==> src/gsr_pkg.sv <==
// shared constants and helpers for the gyro register serial link
package gsr_pkg;

  // frame layout
  localparam int         FRAME_BITS = 16;
  localparam logic [4:0] BIT_CNT_LAST = 5'h0F;
  localparam logic [4:0] BIT_CNT_FULL = 5'h10;
  localparam int         FR_RW      = 15;
  localparam int         FR_ADDR_HI = 14;
  localparam int         FR_ADDR_LO = 8;
  localparam int         FR_DATA_HI = 7;

  // synchroniser bit positions (device side)
  localparam int         SY_CS   = 2;
  localparam int         SY_SCLK = 1;
  localparam int         SY_MOSI = 0;
  localparam logic [2:0] SY_IDLE = 3'h6;

  // byte addresses, lower byte of each word
  localparam logic [6:0] A_FLASH_WRITE_COUNT = 7'h00;
  localparam logic [6:0] A_SUPPLY    = 7'h02;
  localparam logic [6:0] A_RATE      = 7'h04;
  localparam logic [6:0] A_AUX       = 7'h0A;
  localparam logic [6:0] A_TEMP      = 7'h0C;
  localparam logic [6:0] A_ANGLE     = 7'h0E;
  localparam logic [6:0] A_OFF       = 7'h14;
  localparam logic [6:0] A_SCALE     = 7'h16;
  localparam logic [6:0] A_MAG1      = 7'h20;
  localparam logic [6:0] A_MAG2      = 7'h22;
  localparam logic [6:0] A_SMPL1     = 7'h24;
  localparam logic [6:0] A_SMPL2     = 7'h26;
  localparam logic [6:0] A_ALARM_CONTROL  = 7'h28;
  localparam logic [6:0] A_DAC       = 7'h30;
  localparam logic [6:0] A_DIO       = 7'h32;
  localparam logic [6:0] A_MISC      = 7'h34;
  localparam logic [6:0] A_SPRD      = 7'h36;
  localparam logic [6:0] A_RFLT      = 7'h38;
  localparam logic [6:0] A_SLEEP     = 7'h3A;
  localparam logic [6:0] A_DIAG      = 7'h3C;
  localparam logic [6:0] A_GCMD      = 7'h3E;
  localparam logic [6:0] A_LOT1      = 7'h52;
  localparam logic [6:0] A_LOT2      = 7'h54;
  localparam logic [6:0] A_PROD      = 7'h56;
  localparam logic [6:0] A_SERIAL    = 7'h58;

  // global command bits
  localparam int GC_AUTONULL   = 0;
  localparam int GC_FLASH_SAVE = 3;

  // writable word slots
  localparam int         NSLOT   = 14;
  localparam logic [3:0] S_ANGLE = 4'h0;
  localparam logic [3:0] S_OFF   = 4'h1;
  localparam logic [3:0] S_SCALE = 4'h2;
  localparam logic [3:0] S_MAG1  = 4'h3;
  localparam logic [3:0] S_MAG2  = 4'h4;
  localparam logic [3:0] S_SMPL1 = 4'h5;
  localparam logic [3:0] S_SMPL2 = 4'h6;
  localparam logic [3:0] S_ALMC  = 4'h7;
  localparam logic [3:0] S_DAC   = 4'h8;
  localparam logic [3:0] S_DIO   = 4'h9;
  localparam logic [3:0] S_MISC  = 4'hA;
  localparam logic [3:0] S_SPRD  = 4'hB;
  localparam logic [3:0] S_RFLT  = 4'hC;
  localparam logic [3:0] S_SLEEP = 4'hD;

  // reset values
  localparam logic [15:0] RST_ZERO  = 16'h0000;
  localparam logic [15:0] RST_SPRD  = 16'h0001;
  localparam logic [15:0] RST_RFLT  = 16'h0402;
  localparam logic [15:0] RST_SCALE = 16'h0800;

  // word address (either byte) to {hit, slot}
  function automatic logic [4:0] slot_of(input logic [6:0] a);
    logic [6:0] w;
    w = {a[6:1], 1'b0};
    unique case (w)
      A_ANGLE:    slot_of = {1'b1, S_ANGLE};
      A_OFF:      slot_of = {1'b1, S_OFF};
      A_SCALE:    slot_of = {1'b1, S_SCALE};
      A_MAG1:     slot_of = {1'b1, S_MAG1};
      A_MAG2:     slot_of = {1'b1, S_MAG2};
      A_SMPL1:    slot_of = {1'b1, S_SMPL1};
      A_SMPL2:    slot_of = {1'b1, S_SMPL2};
      A_ALARM_CONTROL: slot_of = {1'b1, S_ALMC};
      A_DAC:      slot_of = {1'b1, S_DAC};
      A_DIO:      slot_of = {1'b1, S_DIO};
      A_MISC:     slot_of = {1'b1, S_MISC};
      A_SPRD:     slot_of = {1'b1, S_SPRD};
      A_RFLT:     slot_of = {1'b1, S_RFLT};
      A_SLEEP:    slot_of = {1'b1, S_SLEEP};
      default:    slot_of = 5'h00;
    endcase
  endfunction : slot_of

  function automatic logic slot_flash(input logic [3:0] s);
    slot_flash = !(s == S_ANGLE || s == S_DAC || s == S_DIO);
  endfunction : slot_flash

  function automatic logic [15:0] slot_default(input logic [3:0] s);
    unique case (s)
      S_SCALE: slot_default = RST_SCALE;
      S_SPRD:  slot_default = RST_SPRD;
      S_RFLT:  slot_default = RST_RFLT;
      default: slot_default = RST_ZERO;
    endcase
  endfunction : slot_default

  // host side timing
  localparam int SYS_CLK_HZ  = 100_000_000;
  localparam int SCLK_MAX_HZ = 2_500_000;
  localparam int SCLK_HALF_CYC =
    (SYS_CLK_HZ + 2 * SCLK_MAX_HZ - 1) / (2 * SCLK_MAX_HZ);
  localparam int STALL_NS  = 9000;
  localparam int STALL_CYC =
    (STALL_NS * (SYS_CLK_HZ / 1_000_000) + 999) / 1000;

  // host command port offsets
  localparam logic [7:0] H_CMD  = 8'h00;
  localparam logic [7:0] H_STAT = 8'h04;
  localparam logic [7:0] H_RX   = 8'h08;

endpackage : gsr_pkg

==> src/gsr_spi_if.sv <==
// four-wire serial link between the gyro and its master
`timescale 1ns/1ns
`default_nettype none
interface gsr_spi_if;
  logic cs_n;
  logic sclk;
  logic mosi;
  logic miso;
  modport dev  (input cs_n, input sclk, input mosi, output miso);
  modport host (output cs_n, output sclk, output mosi, input miso);
endinterface : gsr_spi_if
`default_nettype wire

==> src/gsr_dev.sv <==
// gyro serial slave with user register map
//
// Our own choice: the plain strobed port.
`timescale 1ns/1ns
`default_nettype none
module gsr_dev
  import gsr_pkg::*;
#(
  parameter logic [15:0] PRODUCT_CODE = 16'h1234, // arbitrary value
  parameter logic [15:0] LOT_CODE1    = 16'h0000,
  parameter logic [15:0] LOT_CODE2    = 16'h0000,
  parameter logic [15:0] SERIAL_CODE  = 16'h0000
) (
  // clock and reset
  input  wire logic        sys_clk_in,
  input  wire logic        resetn_in,
  input  wire logic        powerup_n_in,
  // serial link
  gsr_spi_if.dev           spi,
  // measurements from the sensor path
  input  wire logic [15:0] supply_in,
  input  wire logic [15:0] rate_in,
  input  wire logic [15:0] aux_in,
  input  wire logic [15:0] temp_in,
  input  wire logic [15:0] diag_in,
  input  wire logic [15:0] angle_in,
  input  wire logic        angle_load_in,
  // configuration and actions
  output var  logic [15:0] cfg_out [NSLOT],
  output logic [15:0]      flash_count_out,
  output logic             autonull_out,
  output logic             flash_save_out
);

  logic [2:0]  s1_q, s2_q, s3_q, f_q, fp_q;
  logic [4:0]  bit_q;
  logic [15:0] rx_q;
  logic [15:0] tx_q;
  logic [15:0] resp_q;
  logic        done_q;
  logic        miso_q;
  logic [15:0] work_q  [NSLOT];
  logic [15:0] flash_q [NSLOT];
  logic [15:0] fcnt_q;
  logic [15:0] rd_word;
  logic [4:0]  hit;
  logic        cs_fall, sclk_rise, sclk_fall, active;
  logic        wr_go, rd_go;
  logic [6:0]  fr_addr;
  logic [7:0]  fr_data;

  // three-stage sampling; a change counts once stages two and three agree
  always_ff @(posedge sys_clk_in) begin
    if (!resetn_in) begin
      s1_q <= SY_IDLE;
      s2_q <= SY_IDLE;
      s3_q <= SY_IDLE;
      f_q  <= SY_IDLE;
      fp_q <= SY_IDLE;
    end else begin
      s1_q <= {spi.cs_n, spi.sclk, spi.mosi};
      s2_q <= s1_q;
      s3_q <= s2_q;
      f_q  <= (s2_q & ~(s2_q ^ s3_q)) | (f_q & (s2_q ^ s3_q));
      fp_q <= f_q;
    end
  end

  assign active    = !f_q[SY_CS];
  assign cs_fall   = fp_q[SY_CS] && !f_q[SY_CS];
  assign sclk_rise = active && f_q[SY_SCLK] && !fp_q[SY_SCLK];
  assign sclk_fall = active && !f_q[SY_SCLK] && fp_q[SY_SCLK];

  // shift in msb first; frame ends on the sixteenth rising edge
  always_ff @(posedge sys_clk_in) begin
    if (!resetn_in) begin
      bit_q  <= 5'h00;
      rx_q   <= 16'h0000;
      done_q <= 1'b0;
    end else begin
      done_q <= 1'b0;
      if (!active) begin
        bit_q <= 5'h00;
      end else if (sclk_rise && bit_q != BIT_CNT_FULL) begin
        rx_q  <= {rx_q[FRAME_BITS-2:0], f_q[SY_MOSI]};
        bit_q <= bit_q + 5'h01;
        done_q <= (bit_q == BIT_CNT_LAST);
      end
    end
  end

  assign fr_addr = rx_q[FR_ADDR_HI:FR_ADDR_LO];
  assign fr_data = rx_q[FR_DATA_HI:0];
  assign wr_go   = done_q && rx_q[FR_RW];
  assign rd_go   = done_q && !rx_q[FR_RW];
  assign hit     = slot_of(fr_addr);

  // whole word for either byte address; reserved reads as zero
  always_comb begin
    rd_word = 16'h0000;
    if (hit[4]) begin
      rd_word = work_q[hit[3:0]];
    end else begin
      unique case ({fr_addr[6:1], 1'b0})
        A_FLASH_WRITE_COUNT: rd_word = fcnt_q;
        A_SUPPLY:    rd_word = supply_in;
        A_RATE:      rd_word = rate_in;
        A_AUX:       rd_word = aux_in;
        A_TEMP:      rd_word = temp_in;
        A_DIAG:      rd_word = diag_in;
        A_LOT1:      rd_word = LOT_CODE1;
        A_LOT2:      rd_word = LOT_CODE2;
        A_PROD:      rd_word = PRODUCT_CODE;
        A_SERIAL:    rd_word = SERIAL_CODE;
        default:     rd_word = 16'h0000;
      endcase
    end
  end

  // answer is staged for the next frame, so reads pipeline
  always_ff @(posedge sys_clk_in) begin
    if (!resetn_in) begin
      resp_q <= 16'h0000;
    end else if (rd_go) begin
      resp_q <= rd_word;
    end else if (wr_go) begin
      resp_q <= 16'h0000;
    end
  end

  // output changes on falling edges; msb presented at select
  always_ff @(posedge sys_clk_in) begin
    if (!resetn_in) begin
      tx_q   <= 16'h0000;
      miso_q <= 1'b0;
    end else if (cs_fall) begin
      tx_q   <= resp_q;
      miso_q <= resp_q[FRAME_BITS-1];
    end else if (sclk_fall) begin
      miso_q <= tx_q[FRAME_BITS-1];
    end else if (sclk_rise) begin
      tx_q <= {tx_q[FRAME_BITS-2:0], 1'b0};
    end
  end

  assign spi.miso = miso_q;

  // working registers; one byte per frame
  always_ff @(posedge sys_clk_in) begin
    if (!resetn_in) begin
      for (int i = 0; i < NSLOT; i++) begin
        work_q[i] <= slot_flash(4'(i)) ? flash_q[i]
                                       : slot_default(4'(i));
      end
    end else begin
      if (angle_load_in) begin
        work_q[S_ANGLE] <= angle_in;
      end
      // host write wins over a sensor update in the same cycle
      if (wr_go && hit[4]) begin
        if (fr_addr[0]) begin
          work_q[hit[3:0]][15:8] <= fr_data;
        end else begin
          work_q[hit[3:0]][7:0] <= fr_data;
        end
      end
    end
  end

  // global command: lower byte holds the action bits
  always_ff @(posedge sys_clk_in) begin
    if (!resetn_in) begin
      autonull_out   <= 1'b0;
      flash_save_out <= 1'b0;
    end else begin
      autonull_out   <= wr_go && fr_addr == A_GCMD
                        && fr_data[GC_AUTONULL];
      flash_save_out <= wr_go && fr_addr == A_GCMD
                        && fr_data[GC_FLASH_SAVE];
    end
  end

  // nonvolatile copy; loaded with slot defaults and count cleared only at power-up, kept across reset
  always_ff @(posedge sys_clk_in) begin
    if (!powerup_n_in) begin
      for (int i = 0; i < NSLOT; i++) begin
        flash_q[i] <= slot_default(4'(i));
      end
      fcnt_q <= 16'h0000;
    end else if (flash_save_out) begin
      for (int i = 0; i < NSLOT; i++) begin
        if (slot_flash(4'(i))) begin
          flash_q[i] <= work_q[i];
        end
      end
      fcnt_q <= fcnt_q + 16'h0001;
    end
  end

  assign cfg_out         = work_q;
  assign flash_count_out = fcnt_q;

endmodule : gsr_dev
`default_nettype wire

==> src/flat_wrapper.sv <==
// flat-port wrapper written by rule: the top's interface ports become plain ports
module gsr_dev_flat import gsr_pkg::*;
#(
  parameter logic [15:0] PRODUCT_CODE = 16'h1234,                   
  parameter logic [15:0] LOT_CODE1    = 16'h0000,
  parameter logic [15:0] LOT_CODE2    = 16'h0000,
  parameter logic [15:0] SERIAL_CODE  = 16'h0000
)
  (sys_clk_in, resetn_in, powerup_n_in, supply_in, rate_in, aux_in, temp_in, diag_in, angle_in, angle_load_in, cfg_out, flash_count_out, autonull_out, flash_save_out, spi_cs_n, spi_sclk, spi_mosi, spi_miso);
  gsr_spi_if spi_i ();
  input  wire logic sys_clk_in;
  input  wire logic resetn_in;
  input  wire logic powerup_n_in;
  input  wire logic [15:0] supply_in;
  input  wire logic [15:0] rate_in;
  input  wire logic [15:0] aux_in;
  input  wire logic [15:0] temp_in;
  input  wire logic [15:0] diag_in;
  input  wire logic [15:0] angle_in;
  input  wire logic angle_load_in;
  output var  logic [15:0] cfg_out[NSLOT];
  output logic [15:0] flash_count_out;
  output logic autonull_out;
  output logic flash_save_out;
  input wire logic [$bits(spi_i.cs_n)-1:0] spi_cs_n;
  input wire logic [$bits(spi_i.sclk)-1:0] spi_sclk;
  input wire logic [$bits(spi_i.mosi)-1:0] spi_mosi;
  output wire logic [$bits(spi_i.miso)-1:0] spi_miso;
  assign spi_i.cs_n = spi_cs_n;
  assign spi_i.sclk = spi_sclk;
  assign spi_i.mosi = spi_mosi;
  assign spi_miso = spi_i.miso;
  gsr_dev #(.PRODUCT_CODE(PRODUCT_CODE), .LOT_CODE1(LOT_CODE1), .LOT_CODE2(LOT_CODE2), .SERIAL_CODE(SERIAL_CODE)) u_core (.sys_clk_in(sys_clk_in), .resetn_in(resetn_in), .powerup_n_in(powerup_n_in), .spi(spi_i), .supply_in(supply_in), .rate_in(rate_in), .aux_in(aux_in), .temp_in(temp_in), .diag_in(diag_in), .angle_in(angle_in), .angle_load_in(angle_load_in), .cfg_out(cfg_out), .flash_count_out(flash_count_out), .autonull_out(autonull_out), .flash_save_out(flash_save_out));
endmodule
==> config.mk <==
export PLATFORM = sky130hd
export DESIGN_NAME = gsr_dev_flat
export DESIGN_NICKNAME = d
export VERILOG_FILES = /design/src/gsr_pkg.sv /design/src/gsr_spi_if.sv /design/src/gsr_dev.sv /design/src/flat_wrapper.sv
export SDC_FILE = /design/constraint.sdc
export NUM_CORES = 1
export LEC_CHECK = 0
export BUFFER_PORTS_ARGS = -buffer_cell sky130_fd_sc_hd__clkbuf_2
export CAP_MARGIN = 15
export CORE_ASPECT_RATIO = 0.75
export CORE_MARGIN = 2
export CORE_UTILIZATION = 55
export CTS_CLUSTER_DIAMETER = 120
export CTS_CLUSTER_SIZE = 10
export DETAILED_ROUTE_END_ITERATION = 8
export PLACE_DENSITY = 0.78
export SYNTH_ARGS = -nofsm -noshare
export SYNTH_HDL_FRONTEND = slang
export SYNTH_SLANG_ARGS = --single-unit
export TNS_END_PERCENT = 5
==> constraint.sdc <==
create_clock -name sys_clk_in -period 9.7 [get_ports sys_clk_in]
set_input_delay 1.455 -clock sys_clk_in [delete_from_list [all_inputs] [get_ports sys_clk_in]]
set_output_delay 1.455 -clock sys_clk_in [all_outputs]
set_load 0.01 [all_outputs]
==> flow_metrics.env <==
export IMPL_worst_setup_path_end_kind="flip-flop"
export IMPL_crit_arrival_ns=4.63
export IMPL_hold_slack_ns=0.427
export IMPL_cts_sinks=492
export IMPL_pwr_share_seq=0.537
export IMPL_synth_area_top_cells="edfxtp_1, dfxtp_1, o2bb2ai_1"
export IMPL_synth_top_area_cell="edfxtp_1"
export IMPL_min_path_type="flip-flop to flip-flop"
export IMPL_gr_usage_all_layers=0.345
export IMPL_rows=63
export IMPL_start_util=0.560
export IMPL_timing_setup_tns_ns=0
export IMPL_cap_violations=0
export IMPL_synth_ff_type="edfxtp_1"
export IMPL_hold_depth=1
export IMPL_grt_max_degree=141
export IMPL_drv_slew=0
export IMPL_power_density_mw_per_mm2=176
export IMPL_finalCritPeriodShare=0.455
export IMPL_htree_levels=2
export IMPL_intPower_mw=3.46
export IMPL_register_area_mm2=0.0134
export IMPL_cts_resized=0
export IMPL_dieArea_mm2=0.0421
export IMPL_yosysSeqAreaShare=0.601
export IMPL_crit_type="flip-flop to flip-flop"
export IMPL_multiInputGateArea_mm2=0.00809
export IMPL_totalWireLength_mm=74.6
export IMPL_async_flop_share=0
export IMPL_p_leak_nw=9.90
export IMPL_setup_viol=0
export IMPL_syn_area_mm2=0.0222
export IMPL_cts_setup_buffers=0
export IMPL_cts_tree="yes"
export IMPL_worst_pin_slew_ns=1.31
export IMPL_critical_path_required_ns=9.91
export IMPL_drt_iter0_markers=3087
export IMPL_fin_skew_ns=0.0191
export IMPL_status="finished clean"
export IMPL_hold_viol=0
export IMPL_reg2reg_depth=4
export IMPL_syn_area_per_cell_um2=12.3
export IMPL_timing_final_crit_period_ns=4.41
export IMPL_hold_start="u_core.s1_q[1]"
export IMPL_antenna_left=0
export IMPL_dp_final_hpwl_mm=50.4
export IMPL_cp_start_kind="flip-flop"
export IMPL_vdd_ir_drop_worst_mv=0.131
export IMPL_yosys_warnings=0
export IMPL_area_growth_pct=15.0
export IMPL_crit_fanout=52
export IMPL_cts_root_buf="clkbuf_16"
export IMPL_p_switching_mw=1.04
export IMPL_routed_via_density=6.91
export IMPL_netlist_area_leader_share=0.475
export IMPL_io_pins=346
export IMPL_final_nets=2162
export IMPL_core_mm2=0.0397
export IMPL_synth_edff_count=352
export IMPL_grt_pass1_vias=16614
export IMPL_gp_congestion=0.949
export IMPL_max_freq_mhz=227
export IMPL_antenna_found_initial=0
export IMPL_r2r_slack_ns=5.29
export IMPL_ys_types=68
export IMPL_sw_frac_of_total=0.231
export IMPL_hold_buffers=0
export IMPL_cts_buffer_depth=3
export IMPL_fill_cells=3004
export IMPL_hold_end="u_core.s2_q[1]"
export IMPL_die_h_um=178
export IMPL_num_vias=17876
export IMPL_die_x_um=236
export IMPL_clkPwrFrac=0.409
export IMPL_slew_headroom=0.122
export IMPL_grt_setup_unrepaired="false"
export IMPL_timing_rr_end="u_core.cfg_out[41]"
export IMPL_numCtsBuffers=55
export IMPL_power_frac_comb=0.053
export IMPL_synth_fp_nets=1919
export IMPL_wire_per_inst_um=28.8
export IMPL_firstDrtPassIters=6
export IMPL_num_antenna_cells=0
export IMPL_ys_ff_latch=492
export IMPL_overflow=0
export IMPL_port_buffers=345
export IMPL_grt_pass1_wl_mm=107
export IMPL_drive_above_1_share=0.230
export IMPL_clkTransAtPathRegs_ns=0.06
export IMPL_drc=0
export IMPL_clk_latency_ns=0.60
export IMPL_syn_instance_count=1807
## state kept, by name (all words and copies together), names as in the netlist, 2 cells and up, named ones only
name,cells
u_core.bit_q,5
u_core.cfg_out,224
u_core.flash_count_out,16
u_core.flash_q,176
u_core.fp_q,2
u_core.resp_q,16
u_core.rx_q,16
u_core.s1_q,3
u_core.s2_q,3
u_core.s3_q,3
u_core.tx_q,16
## through the flow
| step | utilization | total power, mW | area, um^2 | setup slack (ns) | instances |
|---|---|---|---|---|---|
| 6_report | 0.644 | 4.50 | 25600 | 5.29 | 2586 |
| 5_1_grt | 0.644 | 4.59 | 25600 | 5.23 | 2586 |
| 4_1_cts | 0.642 | 4.48 | 25500 | 5.44 | 2584 |
| 3_5_place_dp | 0.605 | 2.69 | 24000 | 5.32 | 2511 |
| 3_3_place_gp | 0.605 | 2.68 | 24000 | 5.41 | 2511 |
| 2_1_floorplan | - | 2.55 | 22200 | 3.32 | 1807 |
## routing by layer
metal	vias to the layer above	wire length (um)	global-route usage
met5	-	0	0
met2	1531	31800	0.491
met1	8719	28000	0.489
li1	7409	-	-
met3	217	11600	0.114
met4	0	3200	0.138
## power by group through the flow
stage / sequential [mW] / clock, mW / combinational, mW
finish: 2.42 / 1.84 / 0.240
global route: 2.42 / 1.92 / 0.253
CTS: 2.41 / 1.84 / 0.234
detailed placement: 2.45 / 0 / 0.234
global placement: 2.45 / 0 / 0.226
floorplan: 2.45 / 0 / 0.106
## cells by family (layout without fill, tap and decap cells)
group	Yosys count	after routing	share of synthesized area
XOR/XNOR	15	15	0.00591
AND/OR/NAND/NOR	553	553	0.131
buffers and inverters	193	452	0.0354
flip-flops	492	492	0.601
multiplexers	139	139	0.0778
AO/OA/AOI/OAI	406	406	0.144
adder cells (fa/ha/maj)	9	9	0.00506
## synthesized netlist by cell type, types with 4 or more instances
cell and count:
o22ai_1 13, xnor2_1 9, nand2b_1 18, or3_1 5, o21ai_0 28, dfxtp_1 140, buf_4 5, buf_1 6
mux2i_1 108, nor4_1 6, a21oi_1 42, a2111oi_0 4, nor2b_1 30, nor3_1 21, buf_2 21, a211oi_1 15
ha_1 9, a21boi_0 17, nand3_1 10, edfxtp_1 352, o211ai_1 14, inv_1 16, a311oi_1 15, mux4_2 26
nor2_1 99, and3_1 174, xor2_1 6, nand4_1 9, clkbuf_1 141, and2_1 20, o2bb2ai_1 200, nand2_1 137
a221oi_1 24, o31ai_1 6, or2_2 5
## placed cells by master (no fill, tap or decap), drive strengths merged, types with 28 or more instances in the layout
cell,n
a21oi,42
mux2i,108
clkbuf,413
and3,174
o2bb2ai,200
nor2,100
dfxtp,140
nor2b,30
nand2,137
edfxtp,352
o21ai,28
## how the worst max path moves through the flow
| stage | end | start | slack [ns] | cells after the start |
|---|---|---|---|---|
| 6_report | u_core.cfg_out[41] | flip-flop | 5.29 | 4 |
| 3_5_place_dp | u_core.cfg_out[123] | resetn_in | 5.32 | 6 |
| 4_1_cts | u_core.cfg_out[46] | flip-flop | 5.44 | 4 |
| 5_1_grt | u_core.cfg_out[44] | flip-flop | 5.23 | 4 |
| 2_1_floorplan | u_core.flash_q[0][16] | powerup_n_in | 3.32 | 3 |
| 3_3_place_gp | u_core.flash_q[2][27] | powerup_n_in | 5.41 | 4 |
## final cells by class
cell class                      instances  share of cell area
Clock buffer                           69              0.0559
Clock inverter                          4             0.00240
Inverter                               18             0.00294
Multi-Input combinational cell       1122               0.316
Sequential cell                       492               0.523
Tap cell                              520              0.0254
Timing Repair Buffer                  361              0.0739
## critical path, stage by stage (launching register included)
cell,delay [ns]
dfxtp_2,0.58
buf_4,0.67
nor2b_1,0.81
nand3_1,0.89
a21oi_1,1.06
Power figures use the tool's default switching activity.
